`src/inc/tss_pkg.sv`:
```
package tswitch_pkg;
  localparam int ADDR_W = 32;
  localparam int SEL_W = 16;
  localparam int WORD_BYTES = 4;
  localparam int NREGS_DEF = 16;
  localparam int CPL_W = 2;
  localparam logic [CPL_W-1:0] CPL_PRIV = 2'h0;
  localparam logic SYS_FAULT_ADDR = 1'b0;
  localparam logic SYS_TASK_PTR = 1'b1;
  localparam logic [ADDR_W-1:0] FAULT_ADDR_RST = 32'h0000_0000;
  localparam logic [SEL_W-1:0] TP_SEL_RST = 16'h0000;
  localparam logic [ADDR_W-1:0] TP_BASE_RST = 32'h0000_0000;
  localparam logic [ADDR_W-1:0] TP_LIMIT_RST = 32'h0000_0000;
  localparam logic [ADDR_W-1:0] REG_RST = 32'h0000_0000;
  // switch time budget: figure as printed, reference clock, our clock
  localparam int SWITCH_TIME_NS = 17000;
  localparam int REF_CLK_MHZ = 16;
  localparam int CLK_PERIOD_PS = 5000;
  localparam int SWITCH_CYCLES = (SWITCH_TIME_NS * 1000) / CLK_PERIOD_PS;
  localparam int CNT_W = 16;

  typedef struct packed {
    logic [ADDR_W-1:0] base;
    logic [ADDR_W-1:0] limit;
  } desc_s;

  typedef struct packed {
    logic [SEL_W-1:0] sel;
    desc_s desc;
  } task_ptr_s;

  typedef struct packed {
    logic req;
    logic we;
    logic [CPL_W-1:0] cpl;
    logic sel;
    logic [ADDR_W-1:0] wdata;
  } sys_access_s;
endpackage

```
`src/logic/lin_addr_former.sv`:
```
`timescale 1ns/1ps
`default_nettype none
module lin_addr_former
(
  // clock and reset
  input wire logic sys_clk,
  input wire logic rst,
  // segment base and offset
  input wire logic [tswitch_pkg::ADDR_W-1:0] seg_base,
  input wire logic [tswitch_pkg::ADDR_W-1:0] seg_off,
  // paging
  input wire logic paging_en,
  input wire logic [tswitch_pkg::ADDR_W-1:0] pg_phys,
  // addresses
  output logic [tswitch_pkg::ADDR_W-1:0] lin_q,
  output logic [tswitch_pkg::ADDR_W-1:0] phys_q
);
  import tswitch_pkg::*;

  logic [ADDR_W-1:0] lin_d;

  // wraps at 4 gigabytes, carry is dropped on purpose
  assign lin_d = seg_base + seg_off;

  always_ff @(posedge sys_clk or posedge rst)
  begin
    if (rst)
    begin
      lin_q <= REG_RST;
      phys_q <= REG_RST;
    end
    else
    begin
      lin_q <= lin_d;
      // translator answers on the same clock from lin_q
      phys_q <= paging_en ? pg_phys : lin_d;
    end
  end

  property p_flat_phys;
    @(posedge sys_clk) disable iff (rst)
    !paging_en |=> (phys_q == lin_q) && (lin_q == $past(seg_base) + $past(seg_off));
  endproperty
  a_flat_phys: assert property (p_flat_phys) else $error("flat address mismatch");
endmodule // lin_addr_former
`default_nettype wire

```
`src/logic/sys_reg_gate.sv`:
```
`timescale 1ns/1ps
`default_nettype none
module sys_reg_gate
(
  // clock and reset
  input wire logic sys_clk,
  input wire logic rst,
  // page fault report
  input wire logic page_fault,
  input wire logic [tswitch_pkg::ADDR_W-1:0] fault_lin,
  // system register access
  input wire tswitch_pkg::sys_access_s acc,
  input wire tswitch_pkg::task_ptr_s task_ptr,
  output logic ack_q,
  output logic priv_fault_q,
  output logic [tswitch_pkg::ADDR_W-1:0] rdata_q,
  output logic [tswitch_pkg::ADDR_W-1:0] fault_address_reg_q
);
  import tswitch_pkg::*;

  logic allowed;

  assign allowed = acc.req && (acc.cpl == CPL_PRIV);

  // a fault in the same cycle as a write wins: the handler needs it
  always_ff @(posedge sys_clk or posedge rst)
  begin
    if (rst)
      fault_address_reg_q <= FAULT_ADDR_RST;
    else if (page_fault)
      fault_address_reg_q <= fault_lin;
    else if (allowed && acc.we && acc.sel == SYS_FAULT_ADDR)
      fault_address_reg_q <= acc.wdata;
  end

  // task pointer is read-only here, only a switch reloads it
  always_ff @(posedge sys_clk or posedge rst)
  begin
    if (rst)
    begin
      ack_q <= 1'b0;
      priv_fault_q <= 1'b0;
      rdata_q <= REG_RST;
    end
    else
    begin
      ack_q <= allowed;
      priv_fault_q <= acc.req && !allowed;
      if (allowed && !acc.we)
        rdata_q <= (acc.sel == SYS_TASK_PTR) ? ADDR_W'(task_ptr.sel) : fault_address_reg_q;
      else
        rdata_q <= REG_RST;
    end
  end

  property p_fault_capture;
    @(posedge sys_clk) disable iff (rst)
    page_fault |=> fault_address_reg_q == $past(fault_lin);
  endproperty
  a_fault_capture: assert property (p_fault_capture) else $error("fault address lost");

  property p_user_denied;
    @(posedge sys_clk) disable iff (rst)
    acc.req && acc.cpl != CPL_PRIV && !page_fault
      |=> priv_fault_q && !ack_q && $stable(fault_address_reg_q);
  endproperty
  a_user_denied: assert property (p_user_denied) else $error("user access not denied");
endmodule // sys_reg_gate
`default_nettype wire

```
`src/logic/task_switch_sequencer.sv`:
```
// Notes on behaviour
// - a page fault stores its linear address in fault_address_reg for the handler.
// - system registers are read or written only at privileged level, else denied.
// - task_pointer_reg holds selector and cached descriptor of the running task.
// - a task jump first saves the registers into the outgoing task_state_block.
// - after the save, task_pointer_reg takes the jump's selector and descriptor.
// - registers are restored from the new block's base, then fetch resumes at its ip.
// - the saved ip points past the jump, so the task resumes after it.
// - only the architectural lower part of a task_state_block is touched.
// - a whole switch should finish within about 17 us (16 MHz reference).
// - each memory reference is segment base plus offset, optionally paged.
// - linear address is base plus offset, passed unchanged when paging is off.
`timescale 1ns/1ps
`default_nettype none
module task_switch_sequencer
#(
  parameter int NREGS = tswitch_pkg::NREGS_DEF
)
(
  // clock and reset
  input wire logic sys_clk,
  input wire logic rst,
  // task jump request
  input wire logic jump_req,
  input wire logic [tswitch_pkg::SEL_W-1:0] jump_sel,
  input wire tswitch_pkg::desc_s jump_desc,
  input wire logic [tswitch_pkg::ADDR_W-1:0] jump_next_ip,
  // core register writes
  input wire logic reg_wr,
  input wire logic [$clog2(NREGS)-1:0] reg_idx,
  input wire logic [tswitch_pkg::ADDR_W-1:0] reg_wdata,
  // memory port
  output logic mem_req_q,
  output logic mem_we_q,
  output logic [tswitch_pkg::ADDR_W-1:0] mem_addr_q,
  output logic [tswitch_pkg::ADDR_W-1:0] mem_lin_q,
  output logic [tswitch_pkg::ADDR_W-1:0] mem_wdata_q,
  input wire logic mem_ack,
  input wire logic [tswitch_pkg::ADDR_W-1:0] mem_rdata,
  // paging
  input wire logic paging_en,
  input wire logic [tswitch_pkg::ADDR_W-1:0] pg_phys,
  // page fault
  input wire logic page_fault,
  input wire logic [tswitch_pkg::ADDR_W-1:0] fault_lin,
  // system register access
  input wire tswitch_pkg::sys_access_s sys_acc,
  output logic sys_ack_q,
  output logic priv_fault_q,
  output logic [tswitch_pkg::ADDR_W-1:0] sys_rdata_q,
  output logic [tswitch_pkg::ADDR_W-1:0] fault_address_reg_q,
  // interrupts
  input wire logic irq_req,
  output logic irq_take_q,
  // status and fetch
  output var tswitch_pkg::task_ptr_s task_pointer_reg_q,
  output logic busy_q,
  output logic fetch_req_q,
  output logic [tswitch_pkg::ADDR_W-1:0] fetch_ip_q,
  output logic overrun_q
);
  import tswitch_pkg::*;

  localparam int WI = $clog2(NREGS);
  localparam logic [WI-1:0] LAST_WORD = WI'(NREGS - 1);
  localparam logic [CNT_W-1:0] BUDGET = CNT_W'(SWITCH_CYCLES);
  localparam logic [ADDR_W-1:0] ARCH_BYTES = ADDR_W'(NREGS * WORD_BYTES);

  typedef enum logic [2:0] {IDLE, ADR, SET, XFER, RELOAD, RESUME} seq_e;

  seq_e state_q;
  logic restoring_q;
  logic [WI-1:0] word_q;
  logic [ADDR_W-1:0] base_q;
  logic [ADDR_W-1:0] off_q;
  logic [ADDR_W-1:0] next_ip_q;
  logic [SEL_W-1:0] pend_sel_q;
  desc_s pend_desc_q;
  logic [ADDR_W-1:0] regs_q [NREGS];
  logic [CNT_W-1:0] cyc_q;
  logic last_word;
  logic start;

  assign last_word = (word_q == LAST_WORD);
  assign start = (state_q == IDLE) && jump_req;

  lin_addr_former i_lin_addr_former
  (
    .sys_clk(sys_clk),
    .rst(rst),
    .seg_base(base_q),
    .seg_off(off_q),
    .paging_en(paging_en),
    .pg_phys(pg_phys),
    .lin_q(mem_lin_q),
    .phys_q(mem_addr_q)
  );

  sys_reg_gate i_sys_reg_gate
  (
    .sys_clk(sys_clk),
    .rst(rst),
    .page_fault(page_fault),
    .fault_lin(fault_lin),
    .acc(sys_acc),
    .task_ptr(task_pointer_reg_q),
    .ack_q(sys_ack_q),
    .priv_fault_q(priv_fault_q),
    .rdata_q(sys_rdata_q),
    .fault_address_reg_q(fault_address_reg_q)
  );

  // sequencer: one word per pass through adr, set, xfer
  always_ff @(posedge sys_clk or posedge rst)
  begin
    if (rst)
    begin
      state_q <= IDLE;
      restoring_q <= 1'b0;
      word_q <= '0;
    end
    else
    begin
      unique case (state_q)
        IDLE:
        begin
          if (jump_req)
          begin
            state_q <= ADR;
            restoring_q <= 1'b0;
            word_q <= '0;
          end
        end
        ADR: state_q <= SET;
        SET: state_q <= XFER;
        XFER:
        begin
          if (mem_ack)
          begin
            if (!last_word)
            begin
              word_q <= word_q + 1'b1;
              state_q <= ADR;
            end
            else if (!restoring_q)
              state_q <= RELOAD;
            else
              state_q <= RESUME;
          end
        end
        RELOAD:
        begin
          restoring_q <= 1'b1;
          word_q <= '0;
          state_q <= ADR;
        end
        RESUME: state_q <= IDLE;
      endcase
    end
  end

  // pending target latched at start so the jump operands may change
  always_ff @(posedge sys_clk or posedge rst)
  begin
    if (rst)
    begin
      pend_sel_q <= TP_SEL_RST;
      pend_desc_q <= '{base: TP_BASE_RST, limit: TP_LIMIT_RST};
      next_ip_q <= REG_RST;
    end
    else if (start)
    begin
      pend_sel_q <= jump_sel;
      pend_desc_q <= jump_desc;
      next_ip_q <= jump_next_ip;
    end
  end

  // segment base and offset for the address former
  always_ff @(posedge sys_clk or posedge rst)
  begin
    if (rst)
    begin
      base_q <= TP_BASE_RST;
      off_q <= REG_RST;
    end
    else
    begin
      if (start)
        base_q <= task_pointer_reg_q.desc.base;
      else if (state_q == RELOAD)
        base_q <= pend_desc_q.base;
      // offsets stay below the architectural size, upper part untouched
      if (state_q == ADR)
        off_q <= ADDR_W'({word_q, 2'b00});
    end
  end

  // memory request held until acknowledged
  always_ff @(posedge sys_clk or posedge rst)
  begin
    if (rst)
    begin
      mem_req_q <= 1'b0;
      mem_we_q <= 1'b0;
      mem_wdata_q <= REG_RST;
    end
    else if (state_q == SET)
    begin
      mem_req_q <= 1'b1;
      mem_we_q <= !restoring_q;
      // slot zero is the ip; the saved one already points past the jump
      mem_wdata_q <= (word_q == '0) ? next_ip_q : regs_q[word_q];
    end
    else if (state_q == XFER && mem_ack)
    begin
      mem_req_q <= 1'b0;
      mem_we_q <= 1'b0;
    end
  end

  // register file: restore beats core writes; core is stalled while busy
  always_ff @(posedge sys_clk or posedge rst)
  begin
    if (rst)
    begin
      for (int i = 0; i < NREGS; i++)
        regs_q[i] <= REG_RST;
    end
    else if (state_q == XFER && mem_ack && restoring_q)
      regs_q[word_q] <= mem_rdata;
    else if (reg_wr && state_q == IDLE)
      regs_q[reg_idx] <= reg_wdata;
  end

  // task pointer changes only after the whole save
  always_ff @(posedge sys_clk or posedge rst)
  begin
    if (rst)
      task_pointer_reg_q <= '{sel: TP_SEL_RST, desc: '{base: TP_BASE_RST, limit: TP_LIMIT_RST}};
    else if (state_q == RELOAD)
      task_pointer_reg_q <= '{sel: pend_sel_q, desc: pend_desc_q};
  end

  // busy, fetch and interrupt acceptance
  always_ff @(posedge sys_clk or posedge rst)
  begin
    if (rst)
    begin
      busy_q <= 1'b0;
      fetch_req_q <= 1'b0;
      fetch_ip_q <= REG_RST;
      irq_take_q <= 1'b0;
    end
    else
    begin
      busy_q <= (state_q == IDLE) ? jump_req : (state_q != RESUME);
      fetch_req_q <= (state_q == RESUME);
      if (state_q == RESUME)
        fetch_ip_q <= regs_q[0];
      // a jump in the same cycle has priority over the interrupt
      irq_take_q <= irq_req && state_q == IDLE && !jump_req;
    end
  end

  // budget check: a slow memory makes the switch miss its target
  always_ff @(posedge sys_clk or posedge rst)
  begin
    if (rst)
    begin
      cyc_q <= '0;
      overrun_q <= 1'b0;
    end
    else if (start)
    begin
      cyc_q <= '0;
      overrun_q <= 1'b0;
    end
    else if (state_q != IDLE)
    begin
      if (cyc_q != '1)
        cyc_q <= cyc_q + 1'b1;
      if (cyc_q >= BUDGET)
        overrun_q <= 1'b1;
    end
  end

  property p_ptr_hold;
    @(posedge sys_clk) disable iff (rst)
    state_q != RELOAD |=> $stable(task_pointer_reg_q);
  endproperty
  a_ptr_hold: assert property (p_ptr_hold) else $error("task pointer moved outside reload");

  property p_save_first;
    @(posedge sys_clk) disable iff (rst)
    mem_req_q && mem_we_q |-> !restoring_q && task_pointer_reg_q.desc.base == base_q;
  endproperty
  a_save_first: assert property (p_save_first) else $error("save not to outgoing block");

  property p_ptr_load;
    @(posedge sys_clk) disable iff (rst)
    state_q == RELOAD |=> task_pointer_reg_q.sel == $past(pend_sel_q)
      && task_pointer_reg_q.desc == $past(pend_desc_q) && state_q == ADR;
  endproperty
  a_ptr_load: assert property (p_ptr_load) else $error("task pointer not loaded");

  property p_resume_fetch;
    @(posedge sys_clk) disable iff (rst)
    state_q == RESUME |=> fetch_req_q && fetch_ip_q == $past(regs_q[0]) ##1 !fetch_req_q;
  endproperty
  a_resume_fetch: assert property (p_resume_fetch) else $error("fetch not at restored ip");

  property p_restore_base;
    @(posedge sys_clk) disable iff (rst)
    mem_req_q && !mem_we_q |-> base_q == task_pointer_reg_q.desc.base && restoring_q;
  endproperty
  a_restore_base: assert property (p_restore_base) else $error("restore off new base");

  property p_saved_ip;
    @(posedge sys_clk) disable iff (rst)
    mem_req_q && mem_we_q && word_q == '0 |-> mem_wdata_q == next_ip_q;
  endproperty
  a_saved_ip: assert property (p_saved_ip) else $error("saved ip not past jump");

  property p_lower_part;
    @(posedge sys_clk) disable iff (rst)
    mem_req_q |-> off_q < ARCH_BYTES && mem_lin_q == base_q + off_q;
  endproperty
  a_lower_part: assert property (p_lower_part) else $error("access beyond lower part");

  property p_budget;
    @(posedge sys_clk) disable iff (rst)
    state_q != IDLE && !start && cyc_q > BUDGET |-> overrun_q;
  endproperty
  a_budget: assert property (p_budget) else $error("overrun not flagged");

  property p_no_irq;
    @(posedge sys_clk) disable iff (rst)
    busy_q |-> !irq_take_q;
  endproperty
  a_no_irq: assert property (p_no_irq) else $error("interrupt taken during switch");
endmodule // task_switch_sequencer
`default_nettype wire

```
`config.mk`:
```
export PLATFORM = sky130hd
export DESIGN_NAME = task_switch_sequencer
export DESIGN_NICKNAME = d
export VERILOG_FILES = /design/src/inc/tss_pkg.sv /design/src/logic/lin_addr_former.sv /design/src/logic/sys_reg_gate.sv /design/src/logic/task_switch_sequencer.sv
export SDC_FILE = /design/constraint.sdc
export NUM_CORES = 2
export LEC_CHECK = 0
export ABC_AREA = 1
export ABC_CLOCK_PERIOD_IN_PS = 31000
export BUFFER_PORTS_ARGS = -buffer_cell sky130_fd_sc_hd__buf_2
export CAP_MARGIN = 30
export CELL_PAD_IN_SITES_DETAIL_PLACEMENT = 1
export CELL_PAD_IN_SITES_GLOBAL_PLACEMENT = 2
export CORE_MARGIN = 2
export CORE_UTILIZATION = 33
export CTS_CLUSTER_DIAMETER = 150
export DETAILED_ROUTE_END_ITERATION = 7
export HOLD_SLACK_MARGIN = 0.08
export PLACE_DENSITY_LB_ADDON = 0.1
export SYNTH_ARGS = -nofsm -noshare
export SYNTH_HDL_FRONTEND = slang
export SYNTH_HIERARCHICAL = 1
export SYNTH_SLANG_ARGS = --single-unit
```
`constraint.sdc`:
```
create_clock -name sys_clk -period 31 [get_ports sys_clk]
set_input_delay 3.1 -clock sys_clk [delete_from_list [all_inputs] [get_ports sys_clk]]
set_output_delay 3.1 -clock sys_clk [all_outputs]
set_load 0.1 [all_outputs]
```
# After elaboration in Yosys (flattened, before gate mapping)
# Index checks and enable logic that the tools add are counted.
[totals]
regBits = 964
[classes]
eq_ne = 11
bitwise_logic = 3
n_mux = 40
n_reduce_logical = 35
n_lt_le_gt_ge = 5
addsub = 3
[ops]
columns = ["cell", "n"]
rows = [
  ["$bwmux 512", 2],
  ["$mux 512", 2],
  ["$mux 32", 12],
  ["$demux 32 s4", 2],
  ["$bmux 32 s4", 1],
  ["$mux 16", 3],
  ["$add 32x6->32", 1],
  ["$pmux 3 s6", 1],
  ["$add 16x1->16 const B", 1],
  ["$ge 16x12->1 const B", 1],
  ["$ne 16x16->1 const B", 1],
  ["$reduce_bool 2->1", 8],
  ["$logic_and 1x1->1", 13],
  ["$mux 4", 3],
  ["$pmux 4 s3", 1],
  ["$ge 5x5->1 const B", 2],
  ["$lt 5x1->1 const B", 2],
  ["$not 4->5", 2],
  ["$mux 1", 9],
  ["$mux 3", 3],
  ["$reduce_and 2->1", 4],
  ["$eq 3x2->1 const B", 2],
  ["$eq 3x3->1 const B", 2],
  ["$ne 2x2->1 const B", 3],
  ["other kinds (12)", 16],
]

# Longest topological paths before layout
[depth]
word_depth = 8
ltp_mapped = 14

# By module
# Netlist, hierarchy kept.
[by_module_without_submodules]
columns = ["mod", "cells_per_inst", "area_each_um2", "instances"]
rows = [
  ["task_switch_sequencer", 6765, 45723.9, 1],
  ["lin_addr_former", 666, 4496.8, 1],
  ["sys_reg_gate", 375, 3106.7, 1],
]

# Least setup slack after synthesis
# No wires, ideal clock.
[synth_timing]
path_kind = "input to register"
startpoint = "in mem_ack"
endpoint = "reg regs_q[352] (netlist bit)"
setup_ns = 0.126
path_buffers = 4
slack_ns = 26.687
t_arrival_ns = 4.187
cell_stages = 11
required_time_ns = 30.874
cell_sequence = "inv_1 nor2_2 nand2_1 buf_6 buf_6 buf_4 buf_4 nand3_1 o21ai_0 nand2_1 o21ai_0"
[synth_via]
elab_chain_cells = 3
elab_cells_between_ends = 4
classes_between = "mux: 1; reduce/logical: 3"
[synth_rtl]
columns = ["item", "line", "rtl"]
rows = [
  ["start, declared", "task_switch_sequencer.sv:38", "input wire logic mem_ack,"],
  ["$logic_and 1x1->1 (*) (2 in series)", "task_switch_sequencer.sv:230", "else if (state_q == XFER && mem_ack && restoring_q)"],
  ["$mux 512 or $reduce_bool 2->1 (tied branches)", "n/a", ""],
  ["end signal, assigned by index", "task_switch_sequencer.sv:231", "regs_q[word_q] <= mem_rdata;"],
  ["end signal, assigned by index", "task_switch_sequencer.sv:233", "regs_q[reg_idx] <= reg_wdata;"],
  ["end, declared", "task_switch_sequencer.sv:79", "logic [ADDR_W-1:0] regs_q [NREGS];"],
]
# Mark *: on every way between the ends. The rest lies on a longest branch, timed or not.
# A chain may end at the register's enable or synchronous reset.

# Final worst setup path
[layout_timing]
startpoint = "in mem_ack"
endpoint = "reg regs_q[509] (netlist bit)"
# Same word-level chain as after synthesis.

==> results.json <==
{
  "status": "complete, no violations",
  "report.final.slew_viol_count": 0,
  "ios": 569,
  "clock-root-buffer": "clkbuf_16",
  "clk_latency_ns": 0.77,
  "crit_fanout": 75,
  "dieArea_um2": 165000,
  "drt_wl_total_mm": 238,
  "synthMostInstantiatedCell": "nand2_1",
  "ctsHoldBuffers": 0,
  "cts_resized": 0,
  "fmax_ghz": 0.158,
  "grt_first_pass_wirelength_mm": 356,
  "port_buffers": 568,
  "synth-seq-cells": 964,
  "cts_made_buffers": 118,
  "hpwl_mm": 152,
  "worstSetupStartpointType": "primary input",
  "setup_tns_ns": 0,
  "netlist_area_um2": 53300,
  "syn2layout_area_growth_pct": 15.7,
  "clk_pin_slew_ns": 0.06,
  "rsz0062_at_grt": "false",
  "grt_pass1_vias": 53600,
  "fin_crit_ns": 6.34,
  "tightest_slew_ns": 1.01,
  "dieHeight_um": 406,
  "r2r_start": "word_q[1]$_DFFE_PP0P_",
  "drive_gt1_share_pct": 12.7,
  "synthFlopType": "dfrtp_1",
  "drcViolationCount": 0,
  "hp-start": "next_ip_q[2]$_DFFE_PP0P_",
  "vias_per_cell": 5.09,
  "yosysSeqAreaShare_pct": 45.2,
  "synth_edf_count": 0,
  "coreArea_um2": 161000,
  "start_util_pct": 33.2,
  "critical_path.startpoint": "mem_ack",
  "yosysTopAreaCellShare_pct": 45.2,
  "drt-pass1-iter-count": 5,
  "power_density_nw_per_um2": 82.6,
  "grt_max_degree": 153,
  "die_x_um": 406,
  "cp.arrival_ns": 6.95,
  "maxSlewHeadroom_pct": 32.7,
  "grt.overflow.total": 0,
  "post-place-ws_ns": 23.85,
  "synth.avg_cell_area_um2": 6.83,
  "fin_skew_ns": 0.0338,
  "yosysTopAreaCell": "dfrtp_1",
  "end_kind": "flop",
  "routedWlPerCell_um": 23.1,
  "drtIter0Drc": 3804,
  "cts_tree": "yes",
  "track_usage_pct": 28.6,
  "num-fill-cells": 20200,
  "globalplace.congestion": 0.837,
  "post-place-cells": 10100,
  "hp-class": "flop to flop",
  "nets": 8366,
  "syn-instance-count": 7806,
  "worstPathRequired_ns": 31.61,
  "cts_setup_buffers": 0,
  "synth_common_cells": "3357 x nand2_1, 964 x dfrtp_1, 906 x nand3_1",
  "placed_area_um2": 57600,
  "fin_crit_sh_pct": 20.5,
  "vias": 52500,
  "setup_viol": 0,
  "yosysWarnings": 6,
  "cts_sinks": 964,
  "max-cap-violations": 0,
  "postSynth.asyncResetShare_pct": 100,
  "ir_drop_v": 0.0000536,
  "criticalPathCategory": "primary input to flop",
  "antenna_found_initial": 23,
  "ctsHtreeMaxLevel": 3,
  "num_rows": 147,
  "final_cells": 10300,
  "hold_violations": 0,
  "final_area_um2": 61700,
  "finalWorstSetupSlack_ns": 24.66,
  "ctsLongestPathBuffers": 3,
  "yosysUniqueCellTypes": 42,
  "ys_top_cells_by_area": "dfrtp_1 45%, nand2_1 24%, nand3_1 8.5%, o21ai_0 4.7%, inv_1 4.4%",
  "leakage_nw": 32.7,
  "drtAntennaViolNets": 0,
  "hold_slack_ns": 0.464
}
-- critical path: stages --
cell,delay (ns)
buf_2,0.10
inv_1,0.07
nor2_2,0.06
nand2_4,0.46
buf_4,0.70
buf_4,0.75
buf_4,0.80
nor2_4,0.25
buf_16,0.27
nand2_1,0.07
nand2_1,0.05
nand2_1,0.06
o21ai_0,0.09
-- cell type report --
type                    count  area (um2)  share of cell area (%)
multi-input cells        5627       24500                    39.7
flip-flops and latches    964       24100                    39.1
diodes                      9        22.5                  0.0365
repair buffers            678        3880                    6.29
well taps                2160        2700                    4.38
clock inverters            47         566                   0.916
clock buffers             172        3470                    5.62
inverters                 650        2460                    3.99
-- metal layers --
metal  GRT usage, %  share of wire, %  up-vias
met2           48.0                47     1292
met4           11.8               4.5       16
li1               -                 -    24500
met1           37.1                44    26200
met3           3.81               4.5      395
met5              0             0.050        -
-- worst paths after layout --
kind,slack (ns),depth (start not counted),endpoint
worst max-delay path,24.66,13,regs_q[509]$_DFFE_PP0P_
worst min-delay path,0.46,2,next_ip_q[2]$_DFFE_PP0P_
worst max register to register,26.27,10,regs_q[91]$_DFFE_PP0P_
worst min register to register,0.46,2,next_ip_q[2]$_DFFE_PP0P_
max in group asynchronous,24.79,6,regs_q[171]$_DFFE_PP0P_
min in group asynchronous,2.52,2,task_pointer_reg_q[67]$_DFFE_PP0P_
-- cell families after synthesis --
kind of cell / synth area share, %
flops: 45.2
buf+inv: 9.53
simple gates: 37.3
fa+ha+maj: 0.906
compound gates: 6.50
xor+xnor: 0.500
other cells: 0.00703
-- through the flow --
step	utilization, %	total power [mW]
final	38.4	5.10
after global routing	38.4	5.39
after CTS	38.4	5.15
after detailed placement	35.9	3.68
after global placement	35.7	3.64
after floorplan	-	3.01
-- state kept, by name, summed over array words and instances, names as in the netlist, 3 cells and up --
name                                count
word_q                                  4
cyc_q                                  16
pend_sel_q                             16
mem_wdata_q                            32
fetch_ip_q                             32
i_sys_reg_gate/fault_address_reg_q     32
off_q                                   4
i_sys_reg_gate/rdata_q                 32
regs_q                                512
base_q                                 32
i_lin_addr_former/phys_q               32
pend_desc_q                            64
state_q                                 3
next_ip_q                              32
i_lin_addr_former/lin_q                32
task_pointer_reg_q                     80
-- placed cells by master, fill, tap and decap left out, drive strengths merged, types with 37 or more instances in the layout --
cell / synthesis / final
nand2: 3377 / 3377
clkinv: 2 / 40
buf: 221 / 678
dfrtp: 964 / 964
nor2: 539 / 539
nand3: 911 / 911
ha: 37 / 37
o21ai: 560 / 560
a21oi: 47 / 47
clkbuf: 372 / 172
inv: 648 / 648
-- power by group --
group          leakage, nW  switching, mW  internal [mW]
clock network         2.00          0.610          0.835
logic                 18.6           1.46          0.430
registers             12.2          0.160           1.60
(Power assumes the default switching activity.)
